$ cat src/logic/e1tpc_consts.svh
// constants for the tributary port control block
`ifndef E1TPC_CONSTS_SVH
`define E1TPC_CONSTS_SVH
`define E1TPC_NUM_CH 8
`define E1TPC_ES_W 16
`define E1TPC_FIFO_DEPTH 32
`define E1TPC_CLK_HZ 40000000
`define E1TPC_SEC_CYC (`E1TPC_CLK_HZ)
`define E1TPC_ES_MAX 16'hFFFF
`define E1TPC_LB_OFF 2'h0
`define E1TPC_LB_LOCAL 2'h1
`define E1TPC_LB_REMOTE 2'h2
`define E1TPC_LB_REQ 2'h3
`define E1TPC_CODE_ZS 1'b0
`define E1TPC_CODE_AMI 1'b1
`define E1TPC_RATE_E1 1'b0
`define E1TPC_RATE_T1 1'b1
`endif

$ cat src/logic/e1tpc_pkg.sv
// types for the tributary port control block
package e1tpc_pkg;
  typedef enum logic [2:0] {
    E1TPC_IDLE = 3'b001,
    E1TPC_APPLY = 3'b010,
    E1TPC_CLEAR = 3'b100
  } e1tpc_state_e;
  typedef logic [1:0] e1tpc_loop_t;
endpackage

$ cat src/logic/e1tpc_stream_if.sv
// valid/ready stream carrier between block modules
`timescale 1ns/1ps
interface e1tpc_stream_if #(
  parameter int WIDTH = 8
);
  logic valid;
  logic ready;
  logic [WIDTH-1:0] data;
  modport src (output valid, output data, input ready);
  modport snk (input valid, input data, output ready);
endinterface

$ cat src/logic/e1tpc_fifo.sv
// synchronous fifo with valid/ready on both sides
`timescale 1ns/1ps
module e1tpc_fifo #(
  parameter int WIDTH = 8,
  parameter int DEPTH = 32
) (
  input wire logic clk_in,
  input wire logic rstn_in,
  e1tpc_stream_if.snk wr,
  e1tpc_stream_if.src rd
);
  localparam int AW = $clog2(DEPTH);
  logic [WIDTH-1:0] mem [DEPTH];
  logic [AW-1:0] wptr_reg;
  logic [AW-1:0] rptr_reg;
  logic [AW:0] cnt_reg;
  logic push;
  logic pop;
  assign wr.ready = (cnt_reg != (AW+1)'(DEPTH));
  assign rd.valid = (cnt_reg != '0);
  assign rd.data = mem[rptr_reg];
  assign push = wr.valid && wr.ready;
  assign pop = rd.valid && rd.ready;
  always_ff @(posedge clk_in) begin
    if (push) begin
      mem[wptr_reg] <= wr.data;
    end
  end
  always_ff @(posedge clk_in or negedge rstn_in) begin
    if (!rstn_in) begin
      wptr_reg <= '0;
      rptr_reg <= '0;
      cnt_reg <= '0;
    end else begin
      if (push) begin
        wptr_reg <= (wptr_reg == AW'(DEPTH-1)) ? '0 : wptr_reg + 1'b1;
      end
      if (pop) begin
        rptr_reg <= (rptr_reg == AW'(DEPTH-1)) ? '0 : rptr_reg + 1'b1;
      end
      cnt_reg <= cnt_reg + (AW+1)'(push) - (AW+1)'(pop);
    end
  end
endmodule

$ cat src/logic/e1tpc_top.sv
// per-channel control, alarms and errored-seconds counting
`timescale 1ns/1ps
`include "e1tpc_consts.svh"
// Overview of operation
// - disabled channel sends nothing and raises no alarms
// - disabled channel drives its front panel indicator off
// - per-channel line code select to line interface: zero-substitution or AMI
// - auto alarm on loss sends alarm indication signal to remote side
// - loopback select: off, local, remote, request remote loopback
// - per-channel errored seconds counter counts while receive signal lost
// - channel clear flag plus apply clears that channel's counter
// - global clear zeroes all channel counters at once
// - report loss, detected alarm signal, transmit failure, errored seconds
// - one E1 or T1 rate select shared by all channels unless coax-only
module e1tpc_top
  import e1tpc_pkg::*;
#(
  parameter int NUM_CH = `E1TPC_NUM_CH,
  parameter int ES_W = `E1TPC_ES_W,
  parameter int SEC_CYC = `E1TPC_SEC_CYC,
  parameter bit COAX_ONLY = 1'b0
) (
  input wire logic clk_in,
  input wire logic rstn_in,
  input wire logic apply_in,
  input wire logic clear_all_in,
  input wire logic [NUM_CH-1:0] service_en_in,
  input wire logic [NUM_CH-1:0] line_code_in,
  input wire logic [NUM_CH-1:0] auto_alarm_on_loss_in,
  input wire logic [2*NUM_CH-1:0] loopback_in,
  input wire logic [NUM_CH-1:0] clear_perf_counter_in,
  input wire logic rate_t1_in,
  input wire logic [NUM_CH-1:0] receive_signal_loss_in,
  input wire logic [NUM_CH-1:0] alarm_indication_signal_in,
  input wire logic [NUM_CH-1:0] tx_fault_in,
  input wire logic es_ready_in,
  output logic [NUM_CH-1:0] tx_enable_out,
  output logic [NUM_CH-1:0] send_alarm_out,
  output logic [NUM_CH-1:0] line_code_out,
  output logic [2*NUM_CH-1:0] loopback_out,
  output logic rate_t1_out,
  output logic [NUM_CH-1:0] led_out,
  output logic [NUM_CH-1:0] loss_stat_out,
  output logic [NUM_CH-1:0] ais_stat_out,
  output logic [NUM_CH-1:0] tx_fail_stat_out,
  output logic [NUM_CH*ES_W-1:0] errored_seconds_out,
  output logic es_valid_out,
  output logic [ES_W+7:0] es_data_out,
  output logic apply_busy_out
);
  localparam int SW = $clog2(SEC_CYC + 1);
  localparam int FW = ES_W + 8;
  // ==========================================================
  // pin synchronisers
  logic [3*NUM_CH+2:0] s1_reg;
  logic [3*NUM_CH+2:0] s2_reg;
  always_ff @(posedge clk_in or negedge rstn_in) begin
    if (!rstn_in) begin
      s1_reg <= '0;
      s2_reg <= '0;
    end else begin
      s1_reg <= {apply_in, clear_all_in, es_ready_in, receive_signal_loss_in,
                 alarm_indication_signal_in, tx_fault_in};
      s2_reg <= s1_reg;
    end
  end
  logic apply_s;
  logic clear_all_s;
  logic es_rdy_s;
  logic apply_d_reg;
  logic clr_d_reg;
  logic [NUM_CH-1:0] los_s;
  logic [NUM_CH-1:0] ais_s;
  logic [NUM_CH-1:0] txf_s;
  assign {apply_s, clear_all_s, es_rdy_s, los_s, ais_s, txf_s} = s2_reg;
  always_ff @(posedge clk_in or negedge rstn_in) begin
    if (!rstn_in) begin
      apply_d_reg <= 1'b0;
      clr_d_reg <= 1'b0;
    end else begin
      apply_d_reg <= apply_s;
      clr_d_reg <= clear_all_s;
    end
  end
  wire apply_p = apply_s && !apply_d_reg;
  wire clr_all_p = clear_all_s && !clr_d_reg;
  // ==========================================================
  // apply sequencer
  e1tpc_state_e state_reg;
  always_ff @(posedge clk_in or negedge rstn_in) begin
    if (!rstn_in) begin
      state_reg <= E1TPC_IDLE;
    end else begin
      case (state_reg)
        E1TPC_IDLE: begin
          if (apply_p) begin
            state_reg <= E1TPC_APPLY;
          end
        end
        E1TPC_APPLY: begin
          state_reg <= E1TPC_CLEAR;
        end
        E1TPC_CLEAR: begin
          state_reg <= E1TPC_IDLE;
        end
        default: begin
          state_reg <= E1TPC_IDLE;
        end
      endcase
    end
  end
  wire latch_now = (state_reg == E1TPC_APPLY);
  wire clr_sel_now = (state_reg == E1TPC_CLEAR);
  // ==========================================================
  // latched configuration
  logic [NUM_CH-1:0] svc_reg;
  logic [NUM_CH-1:0] code_reg;
  logic [NUM_CH-1:0] auto_reg;
  logic [2*NUM_CH-1:0] loop_reg;
  logic [NUM_CH-1:0] clrsel_reg;
  logic rate_reg;
  always_ff @(posedge clk_in or negedge rstn_in) begin
    if (!rstn_in) begin
      svc_reg <= '0;
      code_reg <= '0;
      auto_reg <= '0;
      loop_reg <= '0;
      clrsel_reg <= '0;
      rate_reg <= `E1TPC_RATE_E1;
    end else if (latch_now) begin
      svc_reg <= service_en_in;
      code_reg <= line_code_in;
      auto_reg <= auto_alarm_on_loss_in;
      loop_reg <= loopback_in;
      clrsel_reg <= clear_perf_counter_in;
      rate_reg <= COAX_ONLY ? `E1TPC_RATE_E1 : rate_t1_in;
    end
  end
  // ==========================================================
  // one-second tick
  logic [SW-1:0] sec_cnt_reg;
  logic sec_tick;
  assign sec_tick = (sec_cnt_reg == SW'(SEC_CYC - 1));
  always_ff @(posedge clk_in or negedge rstn_in) begin
    if (!rstn_in) begin
      sec_cnt_reg <= '0;
    end else begin
      sec_cnt_reg <= sec_tick ? '0 : sec_cnt_reg + 1'b1;
    end
  end
  // ==========================================================
  // per-channel counters and outputs
  logic [NUM_CH-1:0] lossy_reg;
  logic [ES_W-1:0] es_reg [NUM_CH];
  genvar g;
  generate
    for (g = 0; g < NUM_CH; g++) begin : g_ch
      always_ff @(posedge clk_in or negedge rstn_in) begin
        if (!rstn_in) begin
          lossy_reg[g] <= 1'b0;
          es_reg[g] <= '0;
        end else begin
          if (clr_all_p) begin
            es_reg[g] <= '0;
          end else if (clr_sel_now && clrsel_reg[g]) begin
            es_reg[g] <= '0;
          end else if (sec_tick && (lossy_reg[g] || los_s[g]) &&
                       es_reg[g] != '1) begin
            es_reg[g] <= es_reg[g] + 1'b1;
          end
          if (sec_tick) begin
            lossy_reg[g] <= 1'b0;
          end else if (los_s[g]) begin
            lossy_reg[g] <= 1'b1;
          end
        end
      end
      always_ff @(posedge clk_in or negedge rstn_in) begin
        if (!rstn_in) begin
          tx_enable_out[g] <= 1'b0;
          send_alarm_out[g] <= 1'b0;
          led_out[g] <= 1'b0;
          loss_stat_out[g] <= 1'b0;
          ais_stat_out[g] <= 1'b0;
          tx_fail_stat_out[g] <= 1'b0;
          errored_seconds_out[g*ES_W +: ES_W] <= '0;
        end else begin
          tx_enable_out[g] <= svc_reg[g];
          send_alarm_out[g] <= svc_reg[g] && auto_reg[g] && los_s[g];
          led_out[g] <= svc_reg[g];
          loss_stat_out[g] <= svc_reg[g] && los_s[g];
          ais_stat_out[g] <= svc_reg[g] && ais_s[g];
          tx_fail_stat_out[g] <= svc_reg[g] && txf_s[g];
          errored_seconds_out[g*ES_W +: ES_W] <= es_reg[g];
        end
      end
    end
  endgenerate
  always_ff @(posedge clk_in or negedge rstn_in) begin
    if (!rstn_in) begin
      line_code_out <= '0;
      loopback_out <= '0;
      rate_t1_out <= 1'b0;
      apply_busy_out <= 1'b0;
    end else begin
      line_code_out <= code_reg;
      loopback_out <= loop_reg;
      rate_t1_out <= rate_reg;
      apply_busy_out <= (state_reg != E1TPC_IDLE);
    end
  end
  // ==========================================================
  // report stream: snapshot of each channel's count every second
  e1tpc_stream_if #(.WIDTH(FW)) in_s ();
  e1tpc_stream_if #(.WIDTH(FW)) out_s ();
  logic [7:0] rep_ch_reg;
  logic rep_act_reg;
  always_ff @(posedge clk_in or negedge rstn_in) begin
    if (!rstn_in) begin
      rep_ch_reg <= '0;
      rep_act_reg <= 1'b0;
    end else if (sec_tick) begin
      rep_act_reg <= 1'b1;
      rep_ch_reg <= '0;
    end else if (rep_act_reg && in_s.ready) begin
      if (rep_ch_reg == 8'(NUM_CH - 1)) begin
        rep_act_reg <= 1'b0;
      end else begin
        rep_ch_reg <= rep_ch_reg + 8'h01;
      end
    end
  end
  assign in_s.valid = rep_act_reg;
  assign in_s.data = {rep_ch_reg, es_reg[rep_ch_reg[$clog2(NUM_CH)-1:0]]};
  e1tpc_fifo #(.WIDTH(FW), .DEPTH(`E1TPC_FIFO_DEPTH)) u_fifo (
    .clk_in(clk_in),
    .rstn_in(rstn_in),
    .wr(in_s.snk),
    .rd(out_s.src)
  );
  // output stage register with skid-free handshake
  assign out_s.ready = !es_valid_out || es_rdy_s;
  always_ff @(posedge clk_in or negedge rstn_in) begin
    if (!rstn_in) begin
      es_valid_out <= 1'b0;
      es_data_out <= '0;
    end else if (out_s.ready) begin
      es_valid_out <= out_s.valid;
      es_data_out <= out_s.data;
    end
  end
endmodule

$ cat config.mk
export PLATFORM = sky130hd
export DESIGN_NAME = e1tpc_top
export DESIGN_NICKNAME = d
export VERILOG_FILES = /design/src/logic/e1tpc_pkg.sv /design/src/logic/e1tpc_stream_if.sv /design/src/logic/e1tpc_fifo.sv /design/src/logic/e1tpc_top.sv
export VERILOG_INCLUDE_DIRS = /design/src /design/src/logic
export SDC_FILE = /design/constraint.sdc
export NUM_CORES = 1
export LEC_CHECK = 0
export ABC_CLOCK_PERIOD_IN_PS = 3700
export BUFFER_PORTS_ARGS = -buffer_cell sky130_fd_sc_hd__buf_4
export CAP_MARGIN = 20
export CORE_UTILIZATION = 60
export DETAILED_ROUTE_END_ITERATION = 10
export GPL_TIMING_DRIVEN = 0
export HOLD_SLACK_MARGIN = 0.1
export MAX_ROUTING_LAYER = met4
export PLACE_DENSITY_LB_ADDON = 0.05
export SYNTH_ARGS = -nofsm -noshare
export SYNTH_HDL_FRONTEND = slang
export SYNTH_SLANG_ARGS = --single-unit
$ cat constraint.sdc
create_clock -name clk_in -period 3.7 [get_ports clk_in]
set_clock_uncertainty 0.05 [all_clocks]
set_input_delay 0.185 -clock clk_in [delete_from_list [all_inputs] [get_ports clk_in]]
set_output_delay 0.185 -clock clk_in [all_outputs]
set_load 0.01 [all_outputs]
=== Word level (Yosys, flattened, before mapping) ===
Memories as Yosys holds them, arrays and structs flattened. A register that Yosys moved wholly into a read port is not among the register bits.
Cells that the tools add are included.

* $add $sub $neg: 14
* Order comparisons: 1
* Equality and inequality tests: 19
* Multiplexer cells: 56
* Bitwise logic cells: 1
* Reduce and logical (&&, ||, !) cells: 102

{| class="wikitable"
|+ Operators by type and width
! cell !! number
|-
| 2-to-1 mux 16 bit || 26
|-
| adder 16 x 1 -> 16 bit (second input constant) || 8
|-
| != test 16 bit (second input constant) || 8
|-
| logical AND 1 bit || 68
|-
| binary-select mux 16 bit (select 3 bit) || 1
|-
| adder 26 x 1 -> 26 bit (second input constant) || 1
|-
| equality test 26 bit (second input constant) || 1
|-
| 2-to-1 mux 26 bit || 1
|-
| 2-to-1 mux 8 bit || 3
|-
| nonzero test 3 bit || 8
|-
| 2-to-1 mux 1 bit || 21
|-
| nonzero test 2 bit || 10
|-
| adder 5 x 1 -> 5 bit (second input constant) || 2
|-
| equality test 5 bit (second input constant) || 2
|-
| 2-to-1 mux 5 bit || 2
|-
| logical OR 1 bit || 9
|-
| adder 8 x 1 -> 8 bit (second input constant) || 1
|-
| equality test 8 x 3 -> 1 bit (second input constant) || 1
|-
| adder 6 x 1 -> 6 bit || 1
|-
| != test 6 bit (second input constant) || 1
|-
| one-hot mux 3 bit (2 select lines) || 1
|-
| nonzero test 6 bit || 1
|-
| subtractor 6 x 1 -> 6 bit || 1
|-
| greater-or-equal comparator 4 bit (second input constant) || 1
|-
| other kinds (9) || 14
|}

* Register bits: 490
* RAM bits: 768
* Output and inout bits: 227
* Logic and storage cells: 280
* Memories: 1

{| class="wikitable"
|+ Memory list
! name !! words !! width !! rd ports !! clocked after memory_dff !! wr ports !! line !! text
|-
| u_fifo.mem || 32 || 24 || 1 || 1 || 1 || e1tpc_fifo.sv:13 || <nowiki>logic [WIDTH-1:0] mem [DEPTH];</nowiki>
|}

=== Longest topological paths before layout ===
* Depth after elaboration: 6
* Depth in mapped cells: 16
* Depth with buffers taken out: 15

=== Modules after synthesis ===
Synthesis repeated with hierarchy kept, for this count alone.

* Cells, all modules: 3153
* Area total of the unflattened synthesis: 50069.3 µm²

{| class="wikitable"
|+ Modules (own cells, without submodules)
! module !! instances !! cells an instance !! area an instance (µm²) !! sequential area each (µm²)
|-
| e1tpc_fifo || 1 || 1665 || 30779.5 || 23462.5
|-
| e1tpc_top || 1 || 1488 || 19289.8 || 12463.2
|}

=== Worst setup path after synthesis ===
OpenSTA, ideal clock, no wires.

* Kind: register to register
* From: reg rep_ch_reg[0]
* To: mem u_fifo.mem[0][10] (netlist name) (data pin)
* Library setup time: 307 ps
* Arrival: 2610 ps
* Slack: 733 ps
* Cell stages (with the launch flop): 5
* Path buffers: 2
* Clock period less this slack: 2967 ps
* Cell sequence: dfrtp_1 -> clkbuf_1 -> buf_1 -> mux4_2 -> mux2_2

* Cells in the longest elaborated chain, start to end: 4

{| class="wikitable"
|+ RTL lines
! element !! line !! text
|-
| start, declared || e1tpc_top.sv:216 || <nowiki>logic [7:0] rep_ch_reg;</nowiki>
|-
| start signal, assigned || e1tpc_top.sv:229 || <nowiki>rep_ch_reg <= rep_ch_reg + 8'h01;</nowiki>
|-
| inverter 3 -> 4 bit (implied by the code) || e1tpc_top.sv:234 || <nowiki>assign in_s.data = {rep_ch_reg, es_reg[rep_ch_reg[$clog2(NUM_CH)-1:0]]};</nowiki>
|-
| binary-select mux 16 bit (select 3 bit) || e1tpc_top.sv:234 ||
|-
| 2-to-1 mux 16 bit (implied by the code) (2 in series) || e1tpc_top.sv:234 ||
|-
| named net in_s.data[10] || e1tpc_stream_if.sv:8 || <nowiki>logic [WIDTH-1:0] data;</nowiki>
|-
| end, declared || e1tpc_fifo.sv:13 ||
|}

The timed path passes the listed nets, and every way through them passes these cells. The select of a mux whose other input is x is not followed.

==> results.toml <==
[status]
status = "completed"

[synth]
yosysTopAreaCell = "edfxtp_1"
synth_edf_count = 768
synth_cell_types = 63
synth.area.top_cells = "edfxtp_1 (47%), dfrtp_1 (26%), mux4_2 (8.0%)"
async_reset_ff_frac = 0.4009
syn-mean-instance-area_um2 = 16.78
yosysTopAreaCellShare = 0.4654
yosysSeqAreaShare = 0.7250
synth_flop_cell = "edfxtp_1"
netlist_area_mm2 = 0.04955
yosysWarnings = 0
ys_seq_elements = 1282
syn_nets = 3059
syn_inst = 2954

[setup_path]
cp_top_family = "buffers and inverters"
cp_slowest_cell = "a211oi_1"
crit_required_ns = 4.20
startpoint_type = "flop"
cp.depth = 6
worstSetupEndpointType = "flop"
worst-path-buf-inv = 3
path_max_fanout = 10
path_cells = "clkbuf_1, buf_2, clkdlybuf4s15_2, mux4_2, a211oi_1, o22ai_1"
critical_path_arrival_ns = 4.12
worstRegToRegCells = 6
worstSetupPathType = "flop to flop"
critPathMaxStageDelay_ns = 0.74

[final_layout]
largest_reg_flops = 768
drive_above_1_share = 0.2422
finalNonFillerCells = 4682
layout_common_cells = "edfxtp_1 (768), dfrtp_1 (511), buf_4 (314), mux4_2 (176), a21oi_1 (127)"
mostFrequentLayoutCell = "edfxtp_1"
fillCellCount = 5052
nets = 3613
antenna_cells = 0
syn2layout_area_growth_pct = 19.57

[clock_network]
cts_tree = "yes"
cts_buffers = 120
htreeDepth = 3
clockRootBuffer = "clkbuf_16"
clock_latency_ns = 0.71
path_clk_slew_ns = 0.07
clock_sinks = 1282
clock_path_buffers = 3

[sta]
min_period_ns = 3.622
hold_viol = 0
finalMaxSlewViolations = 0
max_freq_mhz = 276.1
finalCritPeriodShare = 0.9789
maxSlewHeadroom = 0.2055
worst_pin_slew_ns = 1.185
setup_tns_ns = 0
finalSetupViolations = 0
rsz0062_at_grt = "false"

[die]
dieArea_mm2 = 0.08374
initial_utilization = 0.6054
placeableCoreArea_mm2 = 0.08185
rows = 105
die_w_um = 289.4
pin_count = 305
dieHeight_um = 289.4

[global_route]
gr-total-overflow = 0
antenna_found_initial = 0
grt_util_all_layers = 0.3264
grt_max_degree = 124
grt_pass1_wl_um = 192900
grt_pass1_vias = 29920

[routing]
drt_iter0_drc = 3389
route.detailed.drc = 0
wl_per_cell_um = 27.93
ant_nets = 0
drt_first_pass_iters = 6
viasPerCell = 6.389
num_vias = 29910
wl_um = 130800

[power_and_ir_drop]
clkPwrFrac = 0.435
p_leak_nw = 19.64
switchingPower_mw = 6.144
cellPowerDensity_mw_per_mm2 = 505.8
vdd_ir_drop_max_uv = 478.2
pwr-share-seq = 0.525
total_power_mw = 29.97
p_comb_frac = 0.040
p_sw_frac = 0.2050
intPower_mw = 23.82

[placement]
dp_hpwl_um = 88120
routabilityCongestion = 0.9610
io_buffers = 304
placedCellCount = 4345

[worst_hold_path]
min_path_type = "input pin to asynchronous set/reset pin"

[job]
maxCapViolations = 0
## metal layers
layer	up-vias	track usage	routed length (um)
met5	-	-	0
met4	0	0.1179	4855
met3	264	0.04654	8840
met2	1380	0.5356	66990
met1	15490	0.4191	50090
li1	12780	-	-
## tightest hold or removal path, delay by kind of cell
kind,cells,cell delay [ns]
buffers and inverters,3,1.12
## synth_stat cells (26+ instances only)
cell / number
mux2i_1: 81
a21oi_1: 127
a211oi_1: 26
and2_1: 32
o21ai_0: 100
or4_1: 35
nor2_1: 118
mux4_2: 176
mux2_2: 91
dfrtp_1: 513
inv_1: 31
nand4_1: 48
nand2_1: 99
ha_1: 26
xnor2_1: 29
nor2b_1: 28
buf_1: 32
nand3_1: 71
o221ai_1: 48
or3_1: 73
and3_1: 27
clkbuf_1: 97
edfxtp_1: 768
## worst paths after layout
path	from	endpoint	slack (ns)
setup / recovery	u_fifo.rptr_reg[0]	es_data_out[11]	0.08
hold / removal	rstn_in	code_reg[4]	0.07
setup reg to reg	u_fifo.rptr_reg[0]	es_data_out[11]	0.08
hold reg to reg	s1_reg[22]	s2_reg[22]	0.30
max in group asynchronous	rstn_in	s1_reg[10]	1.93
min in group clk_in	clear_all_in	s1_reg[25]	0.13
## power by group through the flow
stage	combinational, mW	clock (mW)	sequential (mW)
2_1_floorplan	0.334	0	16.1
3_3_place_gp	1.06	0	16.0
3_5_place_dp	1.10	0	16.0
4_1_cts	1.20	13.1	15.7
5_1_grt	1.28	13.7	15.8
6_report	1.19	13.0	15.7
## cells by family (layout without fill, tap and decap cells)
| group | after synthesis | in the layout | synth area share |
|---|---|---|---|
| AO/OA/AOI/OAI | 435 | 435 | 0.05772 |
| AND/OR/NAND/NOR | 636 | 636 | 0.07045 |
| buffers and inverters | 179 | 837 | 0.01454 |
| XOR/XNOR | 47 | 47 | 0.008307 |
| flip-flops | 1282 | 1282 | 0.7250 |
| adder cells (fa/ha/maj) | 27 | 27 | 0.006969 |
| multiplexers | 348 | 348 | 0.1170 |
## cell type report
cell class	count	area, um^2	share of cell area
inverter	32	120.1	0.002027
multi-input combinational	1493	13130	0.2215
clock inverter	49	699.4	0.01180
sequential	1282	35930	0.6064
clock buffer	177	3555	0.05999
tap	1070	1339	0.02259
buffer	145	605.6	0.01022
timing repair buffer	434	3879	0.06546
## metrics by stage
step,setup WS (ns),instance area (um^2),hold WS [ns],util
6_report,0.07797,59250,0.06931,0.7239
5_1_grt,0.0008242,59250,0.1107,0.7239
4_1_cts,0.006376,59050,0.1161,0.7215
3_5_place_dp,-0.6844,53750,0.2454,0.6567
3_3_place_gp,-2.859,53170,0.2444,0.6497
2_1_floorplan,0.7325,49550,-0.1606,-
## timing repair
action                                  CTS  global route
endpoints found under the setup margin  486           393
buffers inserted                          0             2
pin swaps                                 0             1
hold endpoints to repair                349             0
resized for setup                         8             3
cloned                                    0             0
hold buffers                            103             0
Note: power is estimated with default switching activity, not from simulation.
